### src/cgo_pkg.sv
// Purpose: Shared constants and types for the channel gain/offset bank
// Assumes: 16-bit registers, 8-bit register address, 14-bit samples
// Notes: Gain table is Q14, entry N holds 10^(N*0.2/20)
// Operation
// - Gain field bits 15:11 sets channel gain to N times 0.2 dB
// - Gain code acts only while the global gain enable is 1
// - Offset acts only while the global offset enable is 1
// - Offset bits 9:0 are signed, one LSB of the 14-bit output
// - All channel register fields and reserved bits are read/write and reset to zero; control keeps bits 1:0, status bit 2 is write-one-clear
package cgo_pkg;

  localparam int CGO_ADDR_W = 8;
  localparam int CGO_DATA_W = 16;
  localparam int CGO_OUT_W = 14;

  // Register addresses
  localparam logic [7:0] CGO_ADDR_PRIM14 = 8'h33;
  localparam logic [7:0] CGO_ADDR_MIR14 = 8'h34;
  localparam logic [7:0] CGO_ADDR_PRIM15 = 8'h35;
  localparam logic [7:0] CGO_ADDR_MIR15 = 8'h36;
  localparam logic [7:0] CGO_ADDR_CTRL = 8'h3e;
  localparam logic [7:0] CGO_ADDR_STAT = 8'h3f;

  // Field layout
  localparam int CGO_GAIN_MSB = 15;
  localparam int CGO_GAIN_LSB = 11;
  localparam int CGO_OFF_MSB = 9;
  localparam int CGO_OFF_LSB = 0;
  localparam logic [15:0] CGO_PRIM_RSVD_MASK = 16'h0400;
  localparam logic [15:0] CGO_MIR_RSVD_MASK = 16'hfc00;
  localparam logic [15:0] CGO_REG_RESET = 16'h0000;

  // Control and status bits
  localparam int CGO_CTRL_W = 2;
  localparam int CGO_CTRL_GAIN_BIT = 0;
  localparam int CGO_CTRL_OFF_BIT = 1;
  localparam logic [1:0] CGO_CTRL_RESET = 2'h0;
  localparam int CGO_STAT_MIS14_BIT = 0;
  localparam int CGO_STAT_MIS15_BIT = 1;
  localparam int CGO_STAT_RSVD_BIT = 2;

  // Datapath scaling
  localparam int CGO_Q_SHIFT = 14;
  localparam logic [16:0] CGO_UNITY = 17'h04000;
  localparam logic signed [18:0] CGO_SAT_MAX = 19'sh01fff;
  localparam logic signed [18:0] CGO_SAT_MIN = 19'sh7e000;
  localparam logic [13:0] CGO_OUT_MAX = 14'h1fff;
  localparam logic [13:0] CGO_OUT_MIN = 14'h2000;

  // Linear factor per gain code, 0 dB to 6.2 dB in 0.2 dB steps
  localparam logic [16:0] CGO_GAIN_LUT [32] = '{
    17'h04000, 17'h0417e, 17'h04304, 17'h04494,
    17'h0462d, 17'h047cf, 17'h0497b, 17'h04b32,
    17'h04cf2, 17'h04ebd, 17'h05092, 17'h05273,
    17'h0545e, 17'h05655, 17'h05858, 17'h05a67,
    17'h05c82, 17'h05eaa, 17'h060de, 17'h06320,
    17'h0656f, 17'h067cc, 17'h06a37, 17'h06cb0,
    17'h06f38, 17'h071cf, 17'h07476, 17'h0772c,
    17'h079f3, 17'h07cca, 17'h07fb2, 17'h082ac
  };

  typedef struct packed {
    logic wr;
    logic rd;
    logic [7:0] addr;
    logic [15:0] wdata;
  } cgo_bus_req_t;

  typedef struct packed {
    logic valid;
    logic [13:0] data;
  } cgo_sample_t;

endpackage : cgo_pkg

### src/cgo_bank.sv
// Purpose: Gain/offset register bank and correction for channels 14, 15
// Assumes: Single clock, synchronous reset, one-cycle read data
// Notes: Primary offset drives the datapath; mirror is stored and compared
`timescale 1ns/1ps
module cgo_bank (
  input wire logic clk,
  input wire logic sys_rst,
  input wire cgo_pkg::cgo_bus_req_t bus_req,
  output logic [15:0] rdata,
  input wire cgo_pkg::cgo_sample_t samp_in_14,
  input wire cgo_pkg::cgo_sample_t samp_in_15,
  output cgo_pkg::cgo_sample_t samp_out_14,
  output cgo_pkg::cgo_sample_t samp_out_15,
  output logic [1:0] offset_mismatch
);

  logic [15:0] gain_offset_chan_14_reg;
  logic [15:0] offset_mirror_chan_14_reg;
  logic [15:0] gain_offset_chan_15_reg;
  logic [15:0] offset_mirror_chan_15_reg;
  logic [1:0] ctrl_reg;
  logic rsvd_write_reg;
  logic [15:0] rd_mux;
  logic wr_prim14;
  logic wr_mir14;
  logic wr_prim15;
  logic wr_mir15;
  logic wr_ctrl;
  logic wr_stat;
  logic rsvd_hit;
  logic rsvd_clr;
  logic global_gain_enable;
  logic global_offset_enable;
  logic [4:0] gain_code_chan_14;
  logic [4:0] gain_code_chan_15;
  logic [9:0] offset_value_chan_14;
  logic [9:0] offset_value_chan_15;
  logic [9:0] mirror_value_chan_14;
  logic [9:0] mirror_value_chan_15;
  logic [13:0] off14_ext;

  // Write decode, one strobe per register
  assign wr_prim14 = bus_req.wr && (bus_req.addr == cgo_pkg::CGO_ADDR_PRIM14);
  assign wr_mir14 = bus_req.wr && (bus_req.addr == cgo_pkg::CGO_ADDR_MIR14);
  assign wr_prim15 = bus_req.wr && (bus_req.addr == cgo_pkg::CGO_ADDR_PRIM15);
  assign wr_mir15 = bus_req.wr && (bus_req.addr == cgo_pkg::CGO_ADDR_MIR15);
  assign wr_ctrl = bus_req.wr && (bus_req.addr == cgo_pkg::CGO_ADDR_CTRL);
  assign wr_stat = bus_req.wr && (bus_req.addr == cgo_pkg::CGO_ADDR_STAT);

  // Field views under their functional names
  assign global_gain_enable = ctrl_reg[cgo_pkg::CGO_CTRL_GAIN_BIT];
  assign global_offset_enable = ctrl_reg[cgo_pkg::CGO_CTRL_OFF_BIT];
  assign gain_code_chan_14 =
    gain_offset_chan_14_reg[cgo_pkg::CGO_GAIN_MSB:cgo_pkg::CGO_GAIN_LSB];
  assign gain_code_chan_15 =
    gain_offset_chan_15_reg[cgo_pkg::CGO_GAIN_MSB:cgo_pkg::CGO_GAIN_LSB];
  assign offset_value_chan_14 =
    gain_offset_chan_14_reg[cgo_pkg::CGO_OFF_MSB:cgo_pkg::CGO_OFF_LSB];
  assign offset_value_chan_15 =
    gain_offset_chan_15_reg[cgo_pkg::CGO_OFF_MSB:cgo_pkg::CGO_OFF_LSB];
  assign mirror_value_chan_14 =
    offset_mirror_chan_14_reg[cgo_pkg::CGO_OFF_MSB:cgo_pkg::CGO_OFF_LSB];
  assign mirror_value_chan_15 =
    offset_mirror_chan_15_reg[cgo_pkg::CGO_OFF_MSB:cgo_pkg::CGO_OFF_LSB];

  // Channel 14 primary; reserved bit is kept as written, not masked
  // stored, reset zero
  always_ff @(posedge clk) begin
    if (sys_rst) begin
      gain_offset_chan_14_reg <= cgo_pkg::CGO_REG_RESET;
    end else if (wr_prim14) begin
      gain_offset_chan_14_reg <= bus_req.wdata;
    end
  end

  // Channel 14 mirror
  // stored, reset zero
  always_ff @(posedge clk) begin
    if (sys_rst) begin
      offset_mirror_chan_14_reg <= cgo_pkg::CGO_REG_RESET;
    end else if (wr_mir14) begin
      offset_mirror_chan_14_reg <= bus_req.wdata;
    end
  end

  // Channel 15 primary
  // stored, reset zero
  always_ff @(posedge clk) begin
    if (sys_rst) begin
      gain_offset_chan_15_reg <= cgo_pkg::CGO_REG_RESET;
    end else if (wr_prim15) begin
      gain_offset_chan_15_reg <= bus_req.wdata;
    end
  end

  // Channel 15 mirror
  // stored, reset zero
  always_ff @(posedge clk) begin
    if (sys_rst) begin
      offset_mirror_chan_15_reg <= cgo_pkg::CGO_REG_RESET;
    end else if (wr_mir15) begin
      offset_mirror_chan_15_reg <= bus_req.wdata;
    end
  end

  // Global enables; both off after reset so corrections start inert
  always_ff @(posedge clk) begin
    if (sys_rst) begin
      ctrl_reg <= cgo_pkg::CGO_CTRL_RESET;
    end else if (wr_ctrl) begin
      ctrl_reg <= bus_req.wdata[cgo_pkg::CGO_CTRL_W-1:0];
    end
  end

  // Nonzero data in a reserved position is legal to store but flagged
  // reserved write watch
  assign rsvd_hit =
    (wr_prim14 && |(bus_req.wdata & cgo_pkg::CGO_PRIM_RSVD_MASK)) ||
    (wr_prim15 && |(bus_req.wdata & cgo_pkg::CGO_PRIM_RSVD_MASK)) ||
    (wr_mir14 && |(bus_req.wdata & cgo_pkg::CGO_MIR_RSVD_MASK)) ||
    (wr_mir15 && |(bus_req.wdata & cgo_pkg::CGO_MIR_RSVD_MASK));
  assign rsvd_clr = wr_stat && bus_req.wdata[cgo_pkg::CGO_STAT_RSVD_BIT];

  // Sticky flag, write one clears; a new hit wins over the clear
  always_ff @(posedge clk) begin
    if (sys_rst) begin
      rsvd_write_reg <= 1'b0;
    end else if (rsvd_hit) begin
      rsvd_write_reg <= 1'b1;
    end else if (rsvd_clr) begin
      rsvd_write_reg <= 1'b0;
    end
  end

  // Pair comparison, registered so the output is a clean flop
  // mirror pair checked
  always_ff @(posedge clk) begin
    if (sys_rst) begin
      offset_mismatch <= '0;
    end else begin
      offset_mismatch[0] <= offset_value_chan_14 != mirror_value_chan_14;
      offset_mismatch[1] <= offset_value_chan_15 != mirror_value_chan_15;
    end
  end

  // Read mux; unmapped addresses read as zero
  always_comb begin
    rd_mux = cgo_pkg::CGO_REG_RESET;
    case (bus_req.addr)
      cgo_pkg::CGO_ADDR_PRIM14: rd_mux = gain_offset_chan_14_reg;
      cgo_pkg::CGO_ADDR_MIR14: rd_mux = offset_mirror_chan_14_reg;
      cgo_pkg::CGO_ADDR_PRIM15: rd_mux = gain_offset_chan_15_reg;
      cgo_pkg::CGO_ADDR_MIR15: rd_mux = offset_mirror_chan_15_reg;
      cgo_pkg::CGO_ADDR_CTRL: begin
        rd_mux[cgo_pkg::CGO_CTRL_W-1:0] = ctrl_reg;
      end
      cgo_pkg::CGO_ADDR_STAT: begin
        rd_mux[cgo_pkg::CGO_STAT_MIS14_BIT] = offset_mismatch[0];
        rd_mux[cgo_pkg::CGO_STAT_MIS15_BIT] = offset_mismatch[1];
        rd_mux[cgo_pkg::CGO_STAT_RSVD_BIT] = rsvd_write_reg;
      end
      default: rd_mux = cgo_pkg::CGO_REG_RESET;
    endcase
  end

  // Read data valid only in the cycle after the strobe, zero otherwise
  always_ff @(posedge clk) begin
    if (sys_rst) begin
      rdata <= cgo_pkg::CGO_REG_RESET;
    end else if (bus_req.rd) begin
      rdata <= rd_mux;
    end else begin
      rdata <= cgo_pkg::CGO_REG_RESET;
    end
  end

  // Correction datapaths; offset comes from the primary register only
  cgo_chan_corr u_chan_14 (
    .clk(clk),
    .sys_rst(sys_rst),
    .samp_in(samp_in_14),
    .gain_code(gain_code_chan_14),
    .offset_value(offset_value_chan_14),
    .gain_en(global_gain_enable),
    .offset_en(global_offset_enable),
    .samp_out(samp_out_14)
  );

  cgo_chan_corr u_chan_15 (
    .clk(clk),
    .sys_rst(sys_rst),
    .samp_in(samp_in_15),
    .gain_code(gain_code_chan_15),
    .offset_value(offset_value_chan_15),
    .gain_en(global_gain_enable),
    .offset_en(global_offset_enable),
    .samp_out(samp_out_15)
  );

  // Offset widened to output width, used only by the checks below
  assign off14_ext = {{4{offset_value_chan_14[9]}}, offset_value_chan_14};

  a_reset_clears_all: assert property (@(posedge clk)
    sys_rst |=> (gain_offset_chan_14_reg == 16'h0000) &&
      (offset_mirror_chan_14_reg == 16'h0000) &&
      (gain_offset_chan_15_reg == 16'h0000) &&
      (offset_mirror_chan_15_reg == 16'h0000) && (ctrl_reg == 2'h0))
    else $error("registers not zero after reset");

  a_write_read_back: assert property (@(posedge clk) disable iff (sys_rst)
    wr_mir15 ##1 (bus_req.rd && bus_req.addr == cgo_pkg::CGO_ADDR_MIR15)
      |=> rdata == $past(bus_req.wdata, 2))
    else $error("mirror 15 readback differs from write");

  a_reserved_bits_kept: assert property (@(posedge clk) disable iff (sys_rst)
    wr_prim14 |=> gain_offset_chan_14_reg[10] == $past(bus_req.wdata[10]))
    else $error("reserved bit of primary 14 not stored");

  a_unmapped_read_zero: assert property (@(posedge clk) disable iff (sys_rst)
    bus_req.rd && (bus_req.addr < cgo_pkg::CGO_ADDR_PRIM14) |=> rdata == 16'h0000)
    else $error("unmapped read returned data");

  a_gain_off_bypass: assert property (@(posedge clk) disable iff (sys_rst)
    samp_in_15.valid && !global_gain_enable && !global_offset_enable
      |=> samp_out_15.valid && (samp_out_15.data == $past(samp_in_15.data)))
    else $error("channel 15 changed with corrections off");

  a_gain_two_db: assert property (@(posedge clk) disable iff (sys_rst)
    samp_in_14.valid && global_gain_enable && !global_offset_enable &&
      (gain_code_chan_14 == 5'h0a) && (samp_in_14.data == 14'h0400)
      |=> samp_out_14.data == 14'h0509)
    else $error("2 dB gain on 1024 did not give 1289");

  a_offset_added: assert property (@(posedge clk) disable iff (sys_rst)
    samp_in_14.valid && !global_gain_enable && global_offset_enable &&
      (samp_in_14.data[13] == samp_in_14.data[12])
      |=> samp_out_14.data == $past(samp_in_14.data) + $past(off14_ext))
    else $error("channel 14 offset not added as signed value");

  a_mismatch_follows: assert property (@(posedge clk) disable iff (sys_rst)
    ##1 offset_mismatch[1] == $past(offset_value_chan_15 != mirror_value_chan_15))
    else $error("channel 15 mismatch flag wrong");

  // sticky flag held; software may clear it in the very next cycle
  a_rsvd_flag_sticky: assert property (@(posedge clk) disable iff (sys_rst)
    rsvd_write_reg && !rsvd_clr |=> rsvd_write_reg)
    else $error("reserved write flag did not stick");

  a_rsvd_flag_set: assert property (@(posedge clk) disable iff (sys_rst)
    rsvd_hit |=> rsvd_write_reg)
    else $error("reserved write did not set flag");

  a_rsvd_flag_clear: assert property (@(posedge clk) disable iff (sys_rst)
    rsvd_clr && !rsvd_hit |=> !rsvd_write_reg)
    else $error("reserved write flag not cleared");

  a_rdata_idle_zero: assert property (@(posedge clk) disable iff (sys_rst)
    !bus_req.rd |=> rdata == 16'h0000)
    else $error("read data present without a read");

  a_write_lands_15: assert property (@(posedge clk) disable iff (sys_rst)
    wr_prim15 |=> gain_offset_chan_15_reg == $past(bus_req.wdata))
    else $error("primary 15 write not stored");

  a_mirror_lands_14: assert property (@(posedge clk) disable iff (sys_rst)
    wr_mir14 |=> offset_mirror_chan_14_reg == $past(bus_req.wdata))
    else $error("mirror 14 write not stored");

  a_ctrl_write_lands: assert property (@(posedge clk) disable iff (sys_rst)
    wr_ctrl |=> ctrl_reg == $past(bus_req.wdata[cgo_pkg::CGO_CTRL_W-1:0]))
    else $error("control write not stored");

  a_mismatch_follows_14: assert property (@(posedge clk) disable iff (sys_rst)
    ##1 offset_mismatch[0] == $past(offset_value_chan_14 != mirror_value_chan_14))
    else $error("channel 14 mismatch flag wrong");

  a_offset_off_14: assert property (@(posedge clk) disable iff (sys_rst)
    samp_in_14.valid && !global_gain_enable && !global_offset_enable
      |=> samp_out_14.data == $past(samp_in_14.data))
    else $error("channel 14 changed with corrections off");

  a_gain_code_zero: assert property (@(posedge clk) disable iff (sys_rst)
    samp_in_14.valid && global_gain_enable && !global_offset_enable && (gain_code_chan_14 == 5'h00)
      |=> samp_out_14.data == $past(samp_in_14.data))
    else $error("gain code zero changed channel 14");

  // top code floors toward minus infinity on a negative sample
  a_gain_top_floor: assert property (@(posedge clk) disable iff (sys_rst)
    samp_in_15.valid && global_gain_enable && !global_offset_enable &&
      (gain_code_chan_15 == 5'h1f) && (samp_in_15.data == 14'h3c00)
      |=> samp_out_15.data == 14'h37d5)
    else $error("6.2 dB gain on -1024 did not give -2091");

endmodule : cgo_bank

### src/cgo_chan_corr.sv
// Purpose: One channel of gain and offset correction
// Assumes: Signed 14-bit samples on the register clock
// Notes: One cycle latency, output saturates to 14 bits
`timescale 1ns/1ps
module cgo_chan_corr (
  input wire logic clk,
  input wire logic sys_rst,
  input wire cgo_pkg::cgo_sample_t samp_in,
  input wire logic [4:0] gain_code,
  input wire logic [9:0] offset_value,
  input wire logic gain_en,
  input wire logic offset_en,
  output cgo_pkg::cgo_sample_t samp_out
);

  logic [16:0] factor;
  logic signed [31:0] product;
  logic signed [17:0] scaled;
  logic signed [18:0] off_ext;
  logic signed [18:0] summed;
  logic [13:0] sat;

  // Scale, add offset, then clamp so a large gain never wraps
  always_comb begin
    factor = gain_en ? cgo_pkg::CGO_GAIN_LUT[gain_code] : cgo_pkg::CGO_UNITY;
    product = $signed(samp_in.data) * $signed({1'b0, factor});
    scaled = 18'(product >>> cgo_pkg::CGO_Q_SHIFT);
    off_ext = offset_en ? {{9{offset_value[9]}}, offset_value} : '0;
    summed = {scaled[17], scaled} + off_ext;
    if (summed > cgo_pkg::CGO_SAT_MAX) begin
      sat = cgo_pkg::CGO_OUT_MAX;
    end else if (summed < cgo_pkg::CGO_SAT_MIN) begin
      sat = cgo_pkg::CGO_OUT_MIN;
    end else begin
      sat = summed[13:0];
    end
  end

  // Data holds between samples so downstream sees a stable word
  always_ff @(posedge clk) begin
    if (sys_rst) begin
      samp_out <= '0;
    end else begin
      samp_out.valid <= samp_in.valid;
      if (samp_in.valid) begin
        samp_out.data <= sat;
      end
    end
  end

endmodule : cgo_chan_corr

### config.mk
export PLATFORM = sky130hd
export DESIGN_NAME = cgo_bank
export DESIGN_NICKNAME = d
export VERILOG_FILES = /design/src/cgo_pkg.sv /design/src/cgo_bank.sv /design/src/cgo_chan_corr.sv
export SDC_FILE = /design/constraint.sdc
export NUM_CORES = 1
export LEC_CHECK = 0
export BUFFER_PORTS_ARGS = -buffer_cell sky130_fd_sc_hd__buf_4
export CAP_MARGIN = 40
export CORE_AREA = 2 2 200 202
export CTS_CLUSTER_DIAMETER = 40
export DETAILED_ROUTE_END_ITERATION = 8
export DIE_AREA = 0 0 202 204
export GPL_TIMING_DRIVEN = 0
export HOLD_SLACK_MARGIN = 0.02
export PLACE_DENSITY = 0.78
export SETUP_SLACK_MARGIN = 0.05
export SLEW_MARGIN = 0
export SYNTH_ARGS = -nofsm -noshare
export SYNTH_HDL_FRONTEND = slang
export SYNTH_SLANG_ARGS = --single-unit
### constraint.sdc
create_clock -name clk -period 17.7 [get_ports clk]
set_clock_uncertainty 0.1 [all_clocks]
set_input_delay 2.655 -clock clk [delete_from_list [all_inputs] [get_ports clk]]
set_output_delay 2.655 -clock clk [all_outputs]
set_load 0.005 [all_outputs]
==> impl_metrics.toml, run 1 <==
[hold_path]
hold_class = "reg -> reg"
hold_end = "offset_mirror_chan_14_reg[15]"
holdPathStages = 2
holdCritStartpoint = "offset_mirror_chan_14_reg[15]"

[grt]
grt_max_degree = 17
grt_util_met3_pct = 5.10
grt_pass1_vias = 20500
gr-usage-met1_pct = 43.9
grt-ovfl-total = 0
top_usage_layer = "met2"
antenna_found_initial = 2
grt_use_met2_pct = 50.8
grtUsageTotal_pct = 31.8
grt_pass1_wl_um = 105000

[critical_path]
start_kind = "flop"
r2r_cells = 37
cp_max_fo = 10
endpoint_kind = "flop"
cp.arrival_ps = 12590
crit_required_ps = 17940
crit_top_cell = "fa_1"
critical_path_class = "reg -> reg"
r2r_slack_ps = 5350
r2r-end = "u_chan_15.samp_out[4]"
r2r-start = "gain_offset_chan_15_reg[12]"
max_stage_delay_ps = 670
cpMaxStageDelayCell = "a21oi_1"

[floorplanning]
floorplan.rows = 73
start_util_pct = 58.9
core_um2 = 39200
ios = 106
dieWidth_um = 202
chipHeight_um = 204
dieArea_um2 = 41200

[cts]
clockBufferDepth = 2
cts_setup_buffers = 0
cts_made_buffers = 17
path_clk_slew_ps = 60
cts.htree.levels = 4
clock_latency_ps = 420
cts_resized = 0
cts_hold_buf = 0
clock-root-buffer = "clkbuf_16"
cts_sinks = 115
cts_tree = "yes"

[synthesis]
synth_nets = 3458
synth.area.top_cells = "fa_1, ha_1, dfxtp_1, nand2_1, inv_1"
ys_ff_latch = 115
synth_area_um2 = 23100
ys_warn_count = 0
syn_inst = 2774
async_reset_ff_share_pct = 0
netlist-cell-type-count = 84
synth_top_area_share_pct = 28.8
synth.largest_area_cell = "fa_1"
seq_area_frac_synth_pct = 9.97
avgSynthCellArea_um2 = 8.32
synth_top_flop_cell = "dfxtp_1"
synth_enable_flop_cells = 0

[timing]
min_period_ps = 12350
post-route-period-util_pct = 69.8
fmax_mhz = 81.0
setup_viol = 0
tightest_slew_ps = 1000
slew_viol_final = 0
fin_tns_setup_ps = 0
setup_ws_ps = 5350
rsz0062_at_grt = "false"
hold_viol = 0
slew-limit-headroom_pct = 33.1
hold_ws_ps = 359

[placed_design]
port_buffers = 103
gp_congestion = 0.961
placed_area_um2 = 24600
dp_slack_ps = 5450
dp_hpwl_um = 52700

[cells_and_area]
layout-drive-gt1-share_pct = 6.51
n_fill_cell = 3304
nNetsFinal = 3589
design_area_um2 = 25200
syn_to_final_growth_pct = 9.10

[power_and_ir_drop]
p_leak_nw = 12.4
p_total_mw = 0.940
power_density_nw_per_um2 = 37.3
ir_drop_mv = 0.0731

[route]
viasPerCell = 5.82
drt-initial-drc-count = 1667
firstDrtPassIters = 6
vias = 20100
wl_per_cell_um = 18.5
drt.antenna.violating_nets = 0
finalWirelength_um = 63600
drc = 0

[job]
max_cap_violations = 0

[run_status]
outcome = "finished, final reports clean"
worst max-delay path: cells and delay by family (launching register included):
kind / cells / cell delay [ps]
adders and majority gates: 9 / 4190
AOI/OAI and AO/OA: 13 / 3710
and+or+nand+nor: 7 / 2050
buffers and inverters: 7 / 1600
DFF: 1 / 440
xor gates and xnor gates: 1 / 190
layer usage:
layer | share of wire [%] | routed length [um]
met5 | 0 | 0
met3 | 8.0 | 5100
met2 | 46 | 29000
met1 | 43 | 27400
met4 | 3.3 | 2070
layout make-up:
| cell class | count | area [um2] | area share (%) |
|---|---|---|---|
| inverter | 401 | 1510 | 5.98 |
| multi-input combinational | 2117 | 18700 | 74.4 |
| tap | 525 | 657 | 2.61 |
| timing repair buffer | 112 | 821 | 3.26 |
| buffer | 141 | 544 | 2.16 |
| antenna | 2 | 5.00 | 0.0199 |
| sequential | 115 | 2300 | 9.14 |
| clock buffer | 17 | 425 | 1.69 |
| clock inverter | 15 | 193 | 0.765 |
per-stage QoR:
step,utilization (%),cells
finish,64.3,3445
global route,64.3,3445
CTS,64.2,3442
detailed placement,62.7,3410
global placement,62.6,3402
floorplan,-,2774
cell usage after synthesis, types with 12 or more instances:
master and count:
a211oi_1 36, nor2_1 145, nand2b_1 29, dfxtp_1 115, o211ai_1 13, clkbuf_1 127
nor3_1 35, fa_1 332, mux2_2 18, a21oi_1 158, a21o_1 26, xnor2_1 44
and3_1 55, ha_1 294, nand3_1 24, xor2_1 37, inv_1 398, o21ai_0 58
a222oi_1 13, nand2_1 400, and2_1 212, o21bai_1 12
how the worst max path moves through the flow:
stage                                     start                endpoint  cells past startpoint
floorplan                         samp_in_15[2]   u_chan_15.samp_out[3]                     34
global placement                 samp_in_15[13]   u_chan_15.samp_out[7]                     32
detailed placement               samp_in_15[13]   u_chan_15.samp_out[9]                     32
CTS                 gain_offset_chan_15_reg[12]   u_chan_15.samp_out[9]                     37
global route        gain_offset_chan_15_reg[12]  u_chan_15.samp_out[10]                     37
finish              gain_offset_chan_15_reg[12]   u_chan_15.samp_out[4]                     37
report_power, final:
part,total (mW),internal (mW),switching (mW)
Combinational,0.309,0.124,0.185
Clock,0.361,0.225,0.136
Sequential,0.270,0.266,0.00409
Total,0.940,0.614,0.326
layout by cell type, fill, tap and decap left out, types with 26 or more instances in the layout:
cell type  count
nand2_1      400
inv_1        398
fa_1         332
ha_1         294
and2_1       212
a21oi_1      158
nor2_1       145
clkbuf_1     127
dfxtp_1      115
buf_4        106
o21ai_0       58
and3_1        55
xnor2_1       44
xor2_1        37
a211oi_1      36
nor3_1        35
nand2b_1      29
a21o_1        26
logic make-up (layout without fill, tap and decap cells):
family / after synthesis / in the layout / share of synthesized area (%)
simple gates: 956 / 956 / 19.8
other cells: 0 / 2 / 0
compound gates: 425 / 425 / 12.1
buf+inv: 542 / 686 / 8.88
flops: 115 / 115 / 9.97
mux: 29 / 29 / 1.41
xor+xnor: 81 / 81 / 3.07
fa+ha+maj: 626 / 626 / 44.7
Power figures use the tool's default switching activity.
==> run 2, diff against run 1 <==
--- a/config.mk
+++ b/config.mk
@@ -7,13 +7,13 @@
 export LEC_CHECK = 0
 export BUFFER_PORTS_ARGS = -buffer_cell sky130_fd_sc_hd__buf_4
 export CAP_MARGIN = 40
-export CORE_AREA = 2 2 200 202
+export CORE_AREA = 2 2 201 203
 export CTS_CLUSTER_DIAMETER = 40
 export DETAILED_ROUTE_END_ITERATION = 8
-export DIE_AREA = 0 0 202 204
+export DIE_AREA = 0 0 203 205
 export GPL_TIMING_DRIVEN = 0
 export HOLD_SLACK_MARGIN = 0.02
-export PLACE_DENSITY = 0.78
+export PLACE_DENSITY = 0.81
 export SETUP_SLACK_MARGIN = 0.05
 export SLEW_MARGIN = 0
 export SYNTH_ARGS = -nofsm -noshare
==> constraint.sdc (replaced) <==
create_clock -name clk -period 10.7 [get_ports clk]
set_clock_uncertainty 0.1 [all_clocks]
set_input_delay 1.605 -clock clk [delete_from_list [all_inputs] [get_ports clk]]
set_output_delay 1.605 -clock clk [all_outputs]
set_load 0.005 [all_outputs]
==> impl_metrics.toml, run 2 (same netlist as run 1, synthesis figures left out) <==
[run_status]
outcome = "finished, final reports clean"

[critical_path]
r2r_slack_ps = 330
max_stage_delay_ps = 550
critical_path_class = "reg -> reg"
critPathLaunch = "gain_offset_chan_14_reg[12]"
crit_family = "adder cells"
r2r_cells = 39
endpoint_kind = "flop"
cp_max_fo = 10
r2r-end = "u_chan_14.samp_out[8]"
path_buf_inv = 8
endpoint = "u_chan_14.samp_out[8]"
path_depth = 39
cp.arrival_ps = 10600
crit_top_cell = "fa_1"
r2r-start = "gain_offset_chan_14_reg[12]"
crit_required_ps = 10930
cpMaxStageDelayCell = "fa_1"
start_kind = "flop"

[cts]
path_clk_slew_ps = 60
cts_made_buffers = 17
cts_tree = "yes"
cts_sinks = 115
clock-root-buffer = "clkbuf_16"
clockBufferDepth = 2
clock_latency_ps = 420
cts.htree.levels = 4

[floorplanning]
dieWidth_um = 203
chipHeight_um = 205
core_um2 = 39400
floorplan.rows = 73
ios = 106
start_util_pct = 58.6
dieArea_um2 = 41600

[route]
met1_length_um = 27200
drt.antenna.violating_nets = 0
met2_length_um = 30200
drc = 0
vias = 20500
finalWirelength_um = 66000
wl_per_cell_um = 19.0
wl_met3_um = 6160
drt-initial-drc-count = 1532
highest_layer = "met4"
firstDrtPassIters = 8
viasPerCell = 5.89

[timing]
post-route-period-util_pct = 97.0
fin_tns_setup_ps = 0
rsz0062_at_grt = "true"
setup_viol = 0
hold_viol = 0
fmax_mhz = 96.4
slew_viol_final = 0
min_period_ps = 10370
tightest_slew_ps = 989
slew-limit-headroom_pct = 34.1

[cells_and_area]
layout-drive-gt1-share_pct = 11.9
mostFrequentLayoutCells = "nand2_1, inv_1, fa_1"
syn_to_final_growth_pct = 12.9
stdcell_count = 3481
n_fill_cell = 3140
final_common_cell = "nand2_1"
nNetsFinal = 3625

[placed_design]
dp_hpwl_um = 52400
port_buffers = 103
post-place-cells = 3411
gp_congestion = 0.932

[job]
max_cap_violations = 0

[grt]
grtUsageTotal_pct = 32.0
grt_max_degree = 17
antenna_found_initial = 2
grt-ovfl-total = 0
grt_pass1_vias = 20900
grt_pass1_wl_um = 106000

[power_and_ir_drop]
switching_share_pct = 35.1
combPwrFrac_pct = 35.3
p_leak_nw = 12.8
p_switching_mw = 0.545
p_seq_share_pct = 28.8
p_int_mw = 1.01
clockPowerShare_pct = 35.9
ir_drop_mv = 0.117
power_density_nw_per_um2 = 59.5

[hold_path]
holdPathStages = 2
hold_class = "reg -> reg"
==> run 2: changes by cell type in the layout (fill, tap and decap cells not counted), moves of 9 or more <==
cell / previous run / this run
buf_4: 106 / 157
clkbuf_1: 127 / 81
clkbuf_4: 0 / 16
clkbuf_2: 1 / 16
a21oi_1: 158 / 146
o21ai_0: 58 / 47
a21oi_2: 1 / 11
a211oi_1: 36 / 27
a211oi_2: 2 / 11
ha_1: 294 / 285
==> run 2: repair_timing <==
item                       CTS  global route
hold endpoints to repair     0             0
setup endpoints to repair   28            27
gates resized for setup     68           170
cloned                       0             2
pin swaps                    4            35
hold buffers                 0             0
setup buffers                8            34
==> run 2: per-layer routing <==
layer | GRT usage (%) | vias up
met1 | 43.0 | 9958
met4 | 11.4 | 0
li1 | - | 9312
met5 | 0 | -
met3 | 6.76 | 205
met2 | 51.1 | 1020
==> run 2: how the worst min path moves through the flow <==
stage,from,end
after CTS,offset_mirror_chan_15_reg[13],offset_mirror_chan_15_reg[13]
final,offset_mirror_chan_15_reg[13],offset_mirror_chan_15_reg[13]
after floorplan,offset_mirror_chan_15_reg[10],offset_mirror_chan_15_reg[10]
after global routing,offset_mirror_chan_14_reg[13],offset_mirror_chan_14_reg[13]
after global placement,offset_mirror_chan_15_reg[11],offset_mirror_chan_15_reg[11]
after detailed placement,offset_mirror_chan_15_reg[13],offset_mirror_chan_15_reg[13]
==> run 2: metrics by stage <==
stage | area (um2) | worst slack, ps | util (%) | hold slack, ps | power [mW]
3_3_place_gp | 24500 | -1440 | 62.3 | 339 | 0.939
4_1_cts | 25400 | 23.2 | 64.5 | 352 | 1.51
2_1_floorplan | 23100 | 836 | - | 333 | 0.798
3_5_place_dp | 24600 | -1420 | 62.4 | 345 | 0.954
5_1_grt | 26100 | -59.3 | 66.2 | 376 | 1.63
6_report | 26100 | 325 | 66.2 | 352 | 1.55
==> run 2: power by group through the flow <==
stage / Sequential [mW] / Combinational [mW] / Clock (mW)
CTS: 0.446 / 0.510 / 0.557
global placement: 0.455 / 0.484 / 0
detailed placement: 0.455 / 0.499 / 0
floorplan: 0.455 / 0.343 / 0
global route: 0.446 / 0.602 / 0.577
finish: 0.446 / 0.547 / 0.557
==> run 2: worst min-delay path: stages (launching register included) <==
cell,delay [ps]
dfxtp_1,300
nand2_1,50
a21oi_1,50
==> run 2: cell type report <==
type | instances | area [um2] | share of cell area, %
flip-flops and latches | 115 | 2320 | 8.89
clock buffers | 17 | 425 | 1.63
repair buffers | 156 | 1160 | 4.47
inverters | 401 | 1520 | 5.83
multi-input cells | 2117 | 19100 | 73.5
clock inverters | 15 | 158 | 0.605
well taps | 525 | 657 | 2.52
diodes | 2 | 5.00 | 0.0192
plain buffers | 133 | 667 | 2.56
